## config.mk

```make
export PLATFORM = sky130hd
export DESIGN_NAME = rx_trim_and_synth_control
export DESIGN_NICKNAME = d
export VERILOG_FILES = /design/src/core/rx_synth_pkg.sv /design/src/core/lock_detector.sv /design/src/core/rx_trim_and_synth_control.sv
export SDC_FILE = /design/constraint.sdc
export NUM_CORES = 1
export LEC_CHECK = 0
export BUFFER_PORTS_ARGS = -buffer_cell sky130_fd_sc_hd__buf_2
export CAP_MARGIN = 20
export CORE_MARGIN = 2
export CORE_UTILIZATION = 41
export CTS_CLUSTER_DIAMETER = 50
export CTS_CLUSTER_SIZE = 40
export DETAILED_ROUTE_END_ITERATION = 8
export PLACE_DENSITY = 0.68
export SLEW_MARGIN = 0
export SYNTH_ARGS = -nofsm -noshare
export SYNTH_HDL_FRONTEND = slang
export SYNTH_HIERARCHICAL = 1
export SYNTH_SLANG_ARGS = --single-unit
```

## constraint.sdc

```tcl
create_clock -name sys_clk -period 7.7 [get_ports sys_clk]
set_clock_uncertainty 0.05 [all_clocks]
set_input_delay 1.155 -clock sys_clk [delete_from_list [all_inputs] [get_ports sys_clk]]
set_output_delay 1.155 -clock sys_clk [all_outputs]
set_load 0.1 [all_outputs]
```

## src/core/rx_synth_pkg.sv

```systemverilog
// shared constants and carrier types for the receiver trim and synthesizer registers
// assumes a single 16-bit word register port with 6-bit addresses
package rx_synth_pkg;
    // ------------------------------------------------------------
    // register offsets
    // ------------------------------------------------------------
    localparam logic [5:0] RECEIVER_ANALOG_TRIM_ADDR = 6'h17;
    localparam logic [5:0] SYNTH_CONTROL_STATUS_ADDR = 6'h18;
    // ------------------------------------------------------------
    // field positions
    // ------------------------------------------------------------
    localparam int TRIM_RSVD_MSB = 15;
    localparam int TRIM_RSVD_LSB = 14;
    localparam int SYN_LOCK_SEL_LSB = 14;
    localparam int SYN_CAL_DONE_BIT = 13;
    localparam int SYN_CAL_ACTIVE_BIT = 12;
    localparam int SYN_WINDOW_BIT = 11;
    localparam int SYN_LOCK_BIT = 10;
    localparam int SYN_WORD_W = 10;
    // ------------------------------------------------------------
    // reset values
    // ------------------------------------------------------------
    localparam logic [13:0] TRIM_RESET = 14'h0a56;   // 0,0,1,0,1,0,01,01,01,10
    localparam logic [1:0] LOCK_SEL_RESET = 2'h1;
    localparam logic WINDOW_RESET = 1'b0;
    localparam logic [9:0] CARRIER_WORD_RESET = 10'h165;  // 357 -> 2405 MHz
    // ------------------------------------------------------------
    // synthesizer timing and frequency plan
    // ------------------------------------------------------------
    localparam int LOCK_COUNT_BASE_LOG2 = 6;         // 64 periods for select 0
    localparam int WINDOW_SHORT_PERIODS = 2;
    localparam int WINDOW_LONG_PERIODS = 4;
    localparam logic [11:0] CARRIER_BASE_MHZ = 12'h800;   // 2048 MHz
    localparam logic [11:0] RX_LO_OFFSET_MHZ = 12'h002;

    typedef struct packed {
        logic bandpass_bias_low_sel;
        logic bandpass_bias_mid_sel;
        logic lna_reduced_in_agc_low;
        logic lna_reduced_in_agc_medium;
        logic mixer_boost_in_agc_high;
        logic mixer_boost_in_agc_medium;
        logic [1:0] lna_varactor_code;
        logic [1:0] mixer_output_current_code;
        logic [1:0] mixer_common_mode_code;
        logic [1:0] mixer_bias_code;
    } trim_t;

    typedef struct packed {
        logic [1:0] lock_count_select;
        logic window_long;
        logic [9:0] carrier_channel_word;
    } synth_cfg_t;
endpackage

```

## src/core/lock_detector.sv

```systemverilog
// lock detector: counts consecutive reference periods with a good window
// assumes ref_tick and window_ok come from logic on sys_clk, one-cycle pulses
`timescale 1ns/1ns
`default_nettype none
module lock_detector #(
    parameter int CNT_W = 10
) (
    input wire logic sys_clk,
    input wire logic reset_n,
    input wire logic enable,
    input wire logic [1:0] lock_count_select,
    input wire logic ref_tick,
    input wire logic window_ok,
    output logic locked
);
    import rx_synth_pkg::*;

    logic [CNT_W-1:0] count_q, count_d;
    logic locked_q, locked_d;
    logic [CNT_W-1:0] target;

    // ------------------------------------------------------------
    // consecutive good-period counter
    // ------------------------------------------------------------
    // threshold from select
    assign target = CNT_W'(1) << (LOCK_COUNT_BASE_LOG2 + int'(lock_count_select));

    always_comb begin
        count_d = count_q;
        locked_d = locked_q;
        if (!enable) begin
            count_d = '0;
            locked_d = 1'b0;
        end else if (ref_tick) begin
            if (!window_ok) begin
                // one missed window restarts the run and drops lock
                count_d = '0;
                locked_d = 1'b0;
            end else if ({1'b0, count_q} + 1'b1 >= {1'b0, target}) begin
                count_d = count_q;
                locked_d = 1'b1;
            end else begin
                count_d = count_q + 1'b1;
            end
        end
    end

    always_ff @(posedge sys_clk or negedge reset_n) begin
        if (!reset_n) begin
            count_q <= '0;
            locked_q <= 1'b0;
        end else begin
            count_q <= count_d;
            locked_q <= locked_d;
        end
    end

    assign locked = locked_q;
endmodule
`default_nettype wire

```

## src/core/rx_trim_and_synth_control.sv

```systemverilog
// receiver trim and synthesizer control/status register bank
// assumes the serial port front end presents decoded word accesses on sys_clk,
// and that synthesizer status pins arrive asynchronously
// and that reference ticks and window results already come from sys_clk logic
//
// Summary of operation
// - lock declared after 64/128/256/512 consecutive good reference periods
// - lock flag reads 1 in lock, 0 otherwise, resets 0
// - calibration done flag set by calibration, cleared when synthesizer turns on
// - calibration active flag reads 1 while the synced calibration pin is high, two cycles behind the pin
// - window width bit selects 2 or 4 prescaler periods, resets 0
// - carrier word gives 2048 plus word MHz, resets to 357
// - local oscillator at carrier in transmit, 2 MHz lower in receive
// - mid bandpass bias selects 4 or 3.5 uA, resets 0
// - per-AGC gain select bits reset to 1, 0, 1, 0
// - varactor, tail, common-mode reset 1; mixer current resets 2
`timescale 1ns/1ns
`default_nettype none
module rx_trim_and_synth_control #(
    parameter int LOCK_CNT_W = 10
) (
    input wire logic sys_clk,
    input wire logic reset_n,
    input wire logic reg_wr_en,
    input wire logic reg_rd_en,
    input wire logic [5:0] reg_addr,
    input wire logic [15:0] reg_wdata,
    output logic [15:0] reg_rdata,
    output logic reg_rdata_valid,
    input wire logic synth_on_pin,
    input wire logic transmit_mode_pin,
    input wire logic cal_active_pin,
    input wire logic ref_tick,
    input wire logic window_ok,
    output rx_synth_pkg::trim_t trim_out,
    output rx_synth_pkg::synth_cfg_t synth_cfg_out,
    output logic [2:0] window_periods,
    output logic [11:0] lo_carrier_channel_word_mhz,
    output logic [11:0] carrier_carrier_channel_word_mhz
);
    import rx_synth_pkg::*;

    // ------------------------------------------------------------
    // declarations
    // ------------------------------------------------------------
    // stored register fields
    trim_t trim_q, trim_d;
    synth_cfg_t cfg_q, cfg_d;
    // two-stage synchroniser for the three status pins
    logic [2:0] sync1_q, sync2_q;
    logic synth_on_prev_q, synth_on_prev_d;
    logic cal_done_q, cal_done_d;
    logic cal_prev_q, cal_prev_d;
    // registered read port
    logic [15:0] rdata_q, rdata_d;
    logic rvalid_q, rvalid_d;
    // derived synthesizer outputs
    logic [2:0] win_q, win_d;
    logic [11:0] lo_q, lo_d;
    logic [11:0] fc_q, fc_d;
    logic synth_on_s, tx_mode_s, cal_active_s;
    logic locked;

    // one decode used for both reads and writes
    function automatic logic hit(input logic [5:0] a, input logic [5:0] reg_off);
        hit = (a == reg_off);
    endfunction

    // ------------------------------------------------------------
    // pin synchronisers
    // ------------------------------------------------------------
    // first stage feeds only the second; status pins are analog-side
    always_ff @(posedge sys_clk or negedge reset_n) begin
        if (!reset_n) begin
            sync1_q <= 3'h0;
            sync2_q <= 3'h0;
        end else begin
            sync1_q <= {cal_active_pin, transmit_mode_pin, synth_on_pin};
            sync2_q <= sync1_q;
        end
    end
    // synced pin names, read by all logic below
    assign synth_on_s = sync2_q[0];
    assign tx_mode_s = sync2_q[1];
    assign cal_active_s = sync2_q[2];

    // ------------------------------------------------------------
    // lock detector
    // ------------------------------------------------------------
    // runs only while the synced power pin is high; a missed window
    // or a power-down restarts the count from zero
    // consecutive window count
    lock_detector #(
        .CNT_W(LOCK_CNT_W)
    ) i_lock_detector (
        .sys_clk(sys_clk),
        .reset_n(reset_n),
        .enable(synth_on_s),
        .lock_count_select(cfg_q.lock_count_select),
        .ref_tick(ref_tick),
        .window_ok(window_ok),
        .locked(locked)
    );

    // ------------------------------------------------------------
    // writable fields
    // ------------------------------------------------------------
    // next values; a write lands on the edge that takes it
    always_comb begin
        trim_d = trim_q;
        cfg_d = cfg_q;
        if (reg_wr_en && hit(reg_addr, RECEIVER_ANALOG_TRIM_ADDR)) begin
            trim_d = trim_t'(reg_wdata[TRIM_RSVD_LSB-1:0]);
        end
        if (reg_wr_en && hit(reg_addr, SYNTH_CONTROL_STATUS_ADDR)) begin
            cfg_d.lock_count_select = reg_wdata[SYN_LOCK_SEL_LSB +: 2];
            cfg_d.window_long = reg_wdata[SYN_WINDOW_BIT];
            cfg_d.carrier_channel_word = reg_wdata[SYN_WORD_W-1:0];
        end
    end

    // async reset loads the power-up trim and synthesizer defaults
    // trim resets
    always_ff @(posedge sys_clk or negedge reset_n) begin
        if (!reset_n) begin
            trim_q <= trim_t'(TRIM_RESET);
            cfg_q <= '{LOCK_SEL_RESET, WINDOW_RESET, CARRIER_WORD_RESET};
        end else begin
            trim_q <= trim_d;
            cfg_q <= cfg_d;
        end
    end

    // ------------------------------------------------------------
    // calibration status
    // ------------------------------------------------------------
    // edge history of the synced pins and the sticky done flag
    always_comb begin
        synth_on_prev_d = synth_on_s;
        cal_prev_d = cal_active_s;
        cal_done_d = cal_done_q;
        if (synth_on_s && !synth_on_prev_q) begin
            cal_done_d = 1'b0;
        end
        // set wins over a same-cycle clear, so a finished calibration
        // is never lost to a turn-on that lands in the same cycle
        if (cal_prev_q && !cal_active_s) begin
            cal_done_d = 1'b1;
        end
    end

    // calibration status registers
    always_ff @(posedge sys_clk or negedge reset_n) begin
        if (!reset_n) begin
            synth_on_prev_q <= 1'b0;
            cal_prev_q <= 1'b0;
            cal_done_q <= 1'b0;
        end else begin
            synth_on_prev_q <= synth_on_prev_d;
            cal_prev_q <= cal_prev_d;
            cal_done_q <= cal_done_d;
        end
    end

    // ------------------------------------------------------------
    // read path and derived synthesizer outputs
    // ------------------------------------------------------------
    // read mux and the derived synthesizer values
    always_comb begin
        rdata_d = rdata_q;
        rvalid_d = reg_rd_en;
        if (reg_rd_en) begin
            rdata_d = 16'h0000;
            if (hit(reg_addr, RECEIVER_ANALOG_TRIM_ADDR)) begin
                rdata_d = {2'h0, trim_q};
            end else if (hit(reg_addr, SYNTH_CONTROL_STATUS_ADDR)) begin
                rdata_d = {cfg_q.lock_count_select, cal_done_q, cal_active_s,
                           cfg_q.window_long, locked, cfg_q.carrier_channel_word};
            end
        end
        win_d = cfg_q.window_long ? 3'(WINDOW_LONG_PERIODS) : 3'(WINDOW_SHORT_PERIODS);
        fc_d = CARRIER_BASE_MHZ + {2'h0, cfg_q.carrier_channel_word};
        lo_d = tx_mode_s ? fc_d : fc_d - RX_LO_OFFSET_MHZ;
    end

    // registered so that every output comes from a flip-flop
    always_ff @(posedge sys_clk or negedge reset_n) begin
        if (!reset_n) begin
            rdata_q <= 16'h0000;
            rvalid_q <= 1'b0;
            win_q <= 3'(WINDOW_SHORT_PERIODS);
            // frequency outputs start in step with the reset word, receive side
            fc_q <= CARRIER_BASE_MHZ + {2'h0, CARRIER_WORD_RESET};
            lo_q <= CARRIER_BASE_MHZ + {2'h0, CARRIER_WORD_RESET} - RX_LO_OFFSET_MHZ;
        end else begin
            rdata_q <= rdata_d;
            rvalid_q <= rvalid_d;
            win_q <= win_d;
            fc_q <= fc_d;
            lo_q <= lo_d;
        end
    end

    // every output below is a register, never logic
    // stored fields out
    assign trim_out = trim_q;
    assign synth_cfg_out = cfg_q;
    assign reg_rdata = rdata_q;
    assign reg_rdata_valid = rvalid_q;
    assign window_periods = win_q;
    assign carrier_carrier_channel_word_mhz = fc_q;
    assign lo_carrier_channel_word_mhz = lo_q;
endmodule
`default_nettype wire

```

Word-level counts from Yosys, hierarchy flattened:

Cells that the tools add are included.

* flip-flop bits (word level): 91
* input bits: 31
* word-level logic and storage cells: 60

* add/sub/neg operators: 5
* magnitude comparators: 1
* equality and inequality tests: 5
* shift-type cells: 1
* muxes and demuxes: 14
* reduce and logical (&&, ||, !) cells: 9

Operator list (number)
* 10-bit two-way mux: 4
* 16-bit two-way mux: 2
* 1-bit by 32-bit << shifter with 10-bit output, first input constant: 1
* 12-bit by 10-bit adder with 12-bit output, first input constant: 1
* 6-bit by 5-bit equality test with 1-bit output, second input constant: 2
* 12-bit two-way mux: 1
* 12-bit by 2-bit subtractor with 12-bit output, second input constant: 1
* 10-bit by 1-bit adder with 11-bit output, second input constant: 1
* 11-bit by 10-bit greater-or-equal comparator with 1-bit output: 1
* 10-bit by 1-bit adder with 10-bit output, second input constant: 1
* 1-bit two-way mux: 6
* 3-bit by 2-bit adder with 4-bit output, first input constant: 1
* 1-bit logical AND: 4
* 2-bit AND reduction: 2
* 3-bit two-way mux: 1
* 3-bit by 2-bit != test with 1-bit output, second input constant: 1
* 3-bit != test, second input constant: 1
* 1-bit zero test: 2
* 2-bit != test, second input constant: 1
* 2-bit nonzero test: 1

Logic depth before layout (Yosys ltp):

* depth in word-level cells: 7
* mapped depth: 13
* depth with buffers taken out: 11

By module:

The synthesis kept the hierarchy.

Modules (own cells, without submodules)
* rx_trim_and_synth_control: times used 1, cells each 206, area each 2914.0 sq um
* lock_detector: times used 1, cells each 121, area each 1009.7 sq um

Least setup slack after synthesis:

OpenSTA, ideal clock, no wires.

* path type: flip-flop to flip-flop
* start point: register cfg_q (netlist bit synth_cfg_out[12])
* end point: register i_lock_detector.count_q[0]
* arrival time: 2.500 ns
* path slack: 5.068 ns
* cell stages (with the launch flop): 10
* path buffers: 1
* clock period less this slack: 2.632 ns
* cell sequence: dfrtp_1 or2_2 ha_1 a21oi_1 o21ai_0 a21oi_1 o21ai_1 buf_6 or3_1 a31oi_1

* longest elaborated chain between the ends: 5

Ends and longest elaborated chain
* start: declaration: line rx_trim_and_synth_control.sv:48 `synth_cfg_t cfg_q, cfg_d;`
* start signal: assignment: line rx_trim_and_synth_control.sv:127 `cfg_q <= '{LOCK_SEL_RESET, WINDOW_RESET, CARRIER_WORD_RESET};`
* start signal: assignment: line rx_trim_and_synth_control.sv:130 `cfg_q <= cfg_d;`
* 3-bit by 2-bit adder with 4-bit output: line lock_detector.sv:26 `assign target = CNT_W'(1) << (LOCK_COUNT_BASE_LOG2 + int'(lock_count_select));`
* 1-bit by 32-bit << shifter with 10-bit output: line lock_detector.sv:26
* 11-bit by 10-bit greater-or-equal comparator with 1-bit output: line lock_detector.sv:39 `end else if ({1'b0, count_q} + 1'b1 >= {1'b0, target}) begin`
* 3-bit != test (no line)
* 2-bit AND reduction (no line)
* end signal: assignment: line lock_detector.sv:53 `count_q <= count_d;`
* end: declaration: line lock_detector.sv:18 `logic [CNT_W-1:0] count_q, count_d;`

No other way between the ends.
A chain may end at the register's enable or synchronous reset.

Worst setup path after layout:

* start point: register i_lock_detector.count_q[0]
* end point: register i_lock_detector.count_q[5]

* longest elaborated chain between the ends: 5
* elaborated cells on any way between the ends: 9
* those cells by class: 2 x add/sub; 1 x order compare; 1 x eq/ne; 4 x mux; 1 x reduce/logical

Ends and longest elaborated chain
* branches (longest 5 deep; another with 10-bit by 1-bit adder with 11-bit output)

Several ways; the timed one is not identified. The select of a mux whose other input is x is not followed.

==> summary.txt <==
Layout cell share with drive strength beyond 1: 0.383
Worst hold-check path type: reg2reg
Seq/Total Area, Yosys: 0.562
CTS Hold Bufs: 0
Total wire length: 8370 um
Final nets: 461
GP Congestion: 0.806
Worst Tran Pin Value: 912 ps
Required time worst endpoint: 7930 ps
CP Class: reg2reg
Finished Layout Cells: 552
Top_reg_cell synth: dfrtp_1
DIE AREA: 0.0104 mm^2
Clk_lat worst skew: 350 ps
Dpl hpwl: 5970 um
Gr usage total: 0.172
Logic pwr share: 0.351
Setup TNS Final: 0 ps
Pwr per Cell Area: 280 mW/mm^2
First-pass GRT wire length: 13,600 um
Hold Slack: 303 ps
Clock share of power: 0.229
Worst Setup End Kind: flip-flop
Mapped cell area: 0.00392 mm^2
Core area: 0.00928 mm^2
Post-synth EDFFs: 0
Largest cells by area after synthesis: dfrtp_1 (41%), dfstp_2 (15%), ha_1 (3.8%)
Relative slew slack: 0.389
Pint: 711 uW
Fill cells: 853
DRT Pass-1 Iters: 4
# port buffers: 98
Peak fanout along the critical path: 15
Run status: completed
I/O pin total: 102
Detail Route Antenna Nets: 0
RSZ-0062 raised after global routing: false
Initial antenna violation count: 0
Tcrit/Tclk final: 0.413
NetSw: 597 uW
Most frequent CP cell: ha_1
Yosys reg bits: 87
Chip Height: 102 um
Die X: 102 um
Pins Over Slew Limit: 0
CTS tree: built
Root Driver: clkbuf_8
Asr flop ratio synth: 1.00
Commonest non-fill, non-tap cells in the layout: buf_2 (97), dfrtp_1 (64), inv_1 (24), dfstp_2 (23)
Switching share of power: 0.456
Setup bufs post-CTS: 0
Final min period: 3180 ps
Largest net degree at the start of global routing: 88
Wire per inst: 15.2 um
Fmax achieved: 315 MHz
Commonest non-fill, non-tap cell in the layout: buf_2
Netlist cell types: 44
Via count: 2,739
Grt total ovfl: 0
Synth Area per Inst: 12.0 um^2
Yosys warns: 6
Largest area contributor in the netlist: dfrtp_1
Slowest Stage Delay on Critical Path: 470 ps
CTS clk-pin slew, worst paths: 90 ps
Via count of the first global-routing pass: 2,664
Clk sinks: 87
Initial Util: 0.423
DRC viols: 0
Peak VDD IR: 0.000178 V
# diodes: 0
Final setup viols: 0
Seq pwr share: 0.420
H-tree Lvls: 3
Cells after Synth: 327
Worst path slowest cell: dfrtp_1
Leakage: 2.23 nW
Area growth syn-to-layout: 19.0%
Worst setup SP type: flip-flop
Resize count post-CTS: 0
CTS Buffer Depth: 2
Crit path cell chain: ha_1 -> and2_4 -> nand4_1 -> xnor2_1 -> ha_1 -> a21oi_1 -> nor2b_1 -> a211oi_2 -> o21ai_1 -> buf_6 -> or4_1 -> a31oi_1
Max Cap Viol: 0
Total CTS buffers: 9
CP arrival: 3400 ps
Vias per cell: 4.96
Core Util, Final: 0.503
Placed insts: 535
Synth top area share: 0.408
Final Hold Vio Count: 0
Placement row count: 35
Drt initial violations: 117
-- cell usage after synthesis, types with 7 or more instances --
cell type	instances
dfrtp_1	64
buf_4	7
nor2b_1	7
dfstp_2	23
nand2b_1	7
nand3_1	7
mux2_1	10
mux2_2	10
inv_1	24
a22oi_1	14
o22ai_1	14
mux2_4	7
nand2_1	14
clkbuf_1	8
nand4_1	12
ha_1	12
xnor2_1	11
-- per-layer routing --
| metal | up-vias | wire length, um | track usage |
|---|---|---|---|
| li1 | 1321 | - | - |
| met1 | 1318 | 3620 | 0.229 |
| met2 | 94 | 4140 | 0.275 |
| met3 | 6 | 524 | 0.0486 |
| met4 | 0 | 83 | 0.0492 |
| met5 | - | 0 | 0 |
-- worst max-delay path, delay by kind of cell (launching register included) --
| family | cells | cell delay (ps) |
|---|---|---|
| AND/OR/NAND/NOR | 4 | 840 |
| AO/OA/AOI/OAI | 4 | 690 |
| adder cells (fa/ha/maj) | 2 | 570 |
| flip-flops | 1 | 470 |
| XOR/XNOR | 1 | 240 |
| buffers and inverters | 1 | 220 |
-- path summary, 6_finish.rpt --
kind | from | to | slack [ps] | cells after the start
setup / recovery | i_lock_detector/count_q[0]$_DFFE_PN0P_ | i_lock_detector/count_q[5]$_DFFE_PN0P_ | 4520 | 12
hold reg to reg | sync1_q[1]$_DFF_PN0_ | sync2_q[1]$_DFF_PN0_ | 300 | 0
min in group asynchronous | reset_n | i_lock_detector/count_q[6]$_DFFE_PN0P_ | 600 | 1
hold / removal | sync1_q[1]$_DFF_PN0_ | sync2_q[1]$_DFF_PN0_ | 300 | 0
max in group asynchronous | reset_n | trim_out[9]$_DFFE_PN1P_ | 6360 | 2
setup reg to reg | i_lock_detector/count_q[0]$_DFFE_PN0P_ | i_lock_detector/count_q[5]$_DFFE_PN0P_ | 4520 | 12
-- stage by stage --
| stage | power, mW | cell area (um^2) | setup WS, ps |
|---|---|---|---|
| global placement | 1.01 | 4440 | 4380 |
| finish | 1.31 | 4670 | 4520 |
| floorplan | 0.945 | 3940 | 5070 |
| detailed placement | 1.02 | 4450 | 4340 |
| global route | 1.36 | 4670 | 4380 |
| CTS | 1.32 | 4640 | 4530 |
-- flip-flops by register name, indices dropped and copies added (netlist names) --
signal / count
cal_done_q: 1
cal_prev_q: 1
carrier_carrier_channel_word_mhz: 9
i_lock_detector/count_q: 10
i_lock_detector/locked: 1
lo_carrier_channel_word_mhz: 12
reg_rdata: 16
reg_rdata_valid: 1
sync1_q: 3
sync2_q: 3
synth_cfg_out: 13
synth_on_prev_q: 1
trim_out: 14
window_periods: 2
-- layout make-up --
class,count,area [um^2],area share
well taps,129,161,0.0346
clock buffers,9,124,0.0265
flip-flops and latches,87,2210,0.472
inverters,24,90.1,0.0193
multi-input cells,196,1490,0.320
clock inverters,7,63.8,0.0137
repair buffers,100,532,0.114
-- power by group through the flow --
stage               Sequential [mW]  Clock (mW)  Combinational, mW
floorplan                     0.856           0             0.0881
global placement              0.558           0              0.456
detailed placement            0.559           0              0.460
CTS                           0.550       0.310              0.460
global route                  0.557       0.330              0.476
finish                        0.550       0.299              0.459
-- cell families (layout without fill, tap and decap cells) --
kind of cell | Yosys count | after routing | share of synthesized area
flip-flops | 87 | 87 | 0.562
AND/OR/NAND/NOR | 77 | 77 | 0.118
AO/OA/AOI/OAI | 54 | 54 | 0.0928
buffers and inverters | 49 | 140 | 0.0622
multiplexers | 28 | 28 | 0.0867
XOR/XNOR | 16 | 16 | 0.0357
adder cells (fa/ha/maj) | 12 | 12 | 0.0383
other | 4 | 9 | 0.00383
Power figures use the tool's default switching activity.
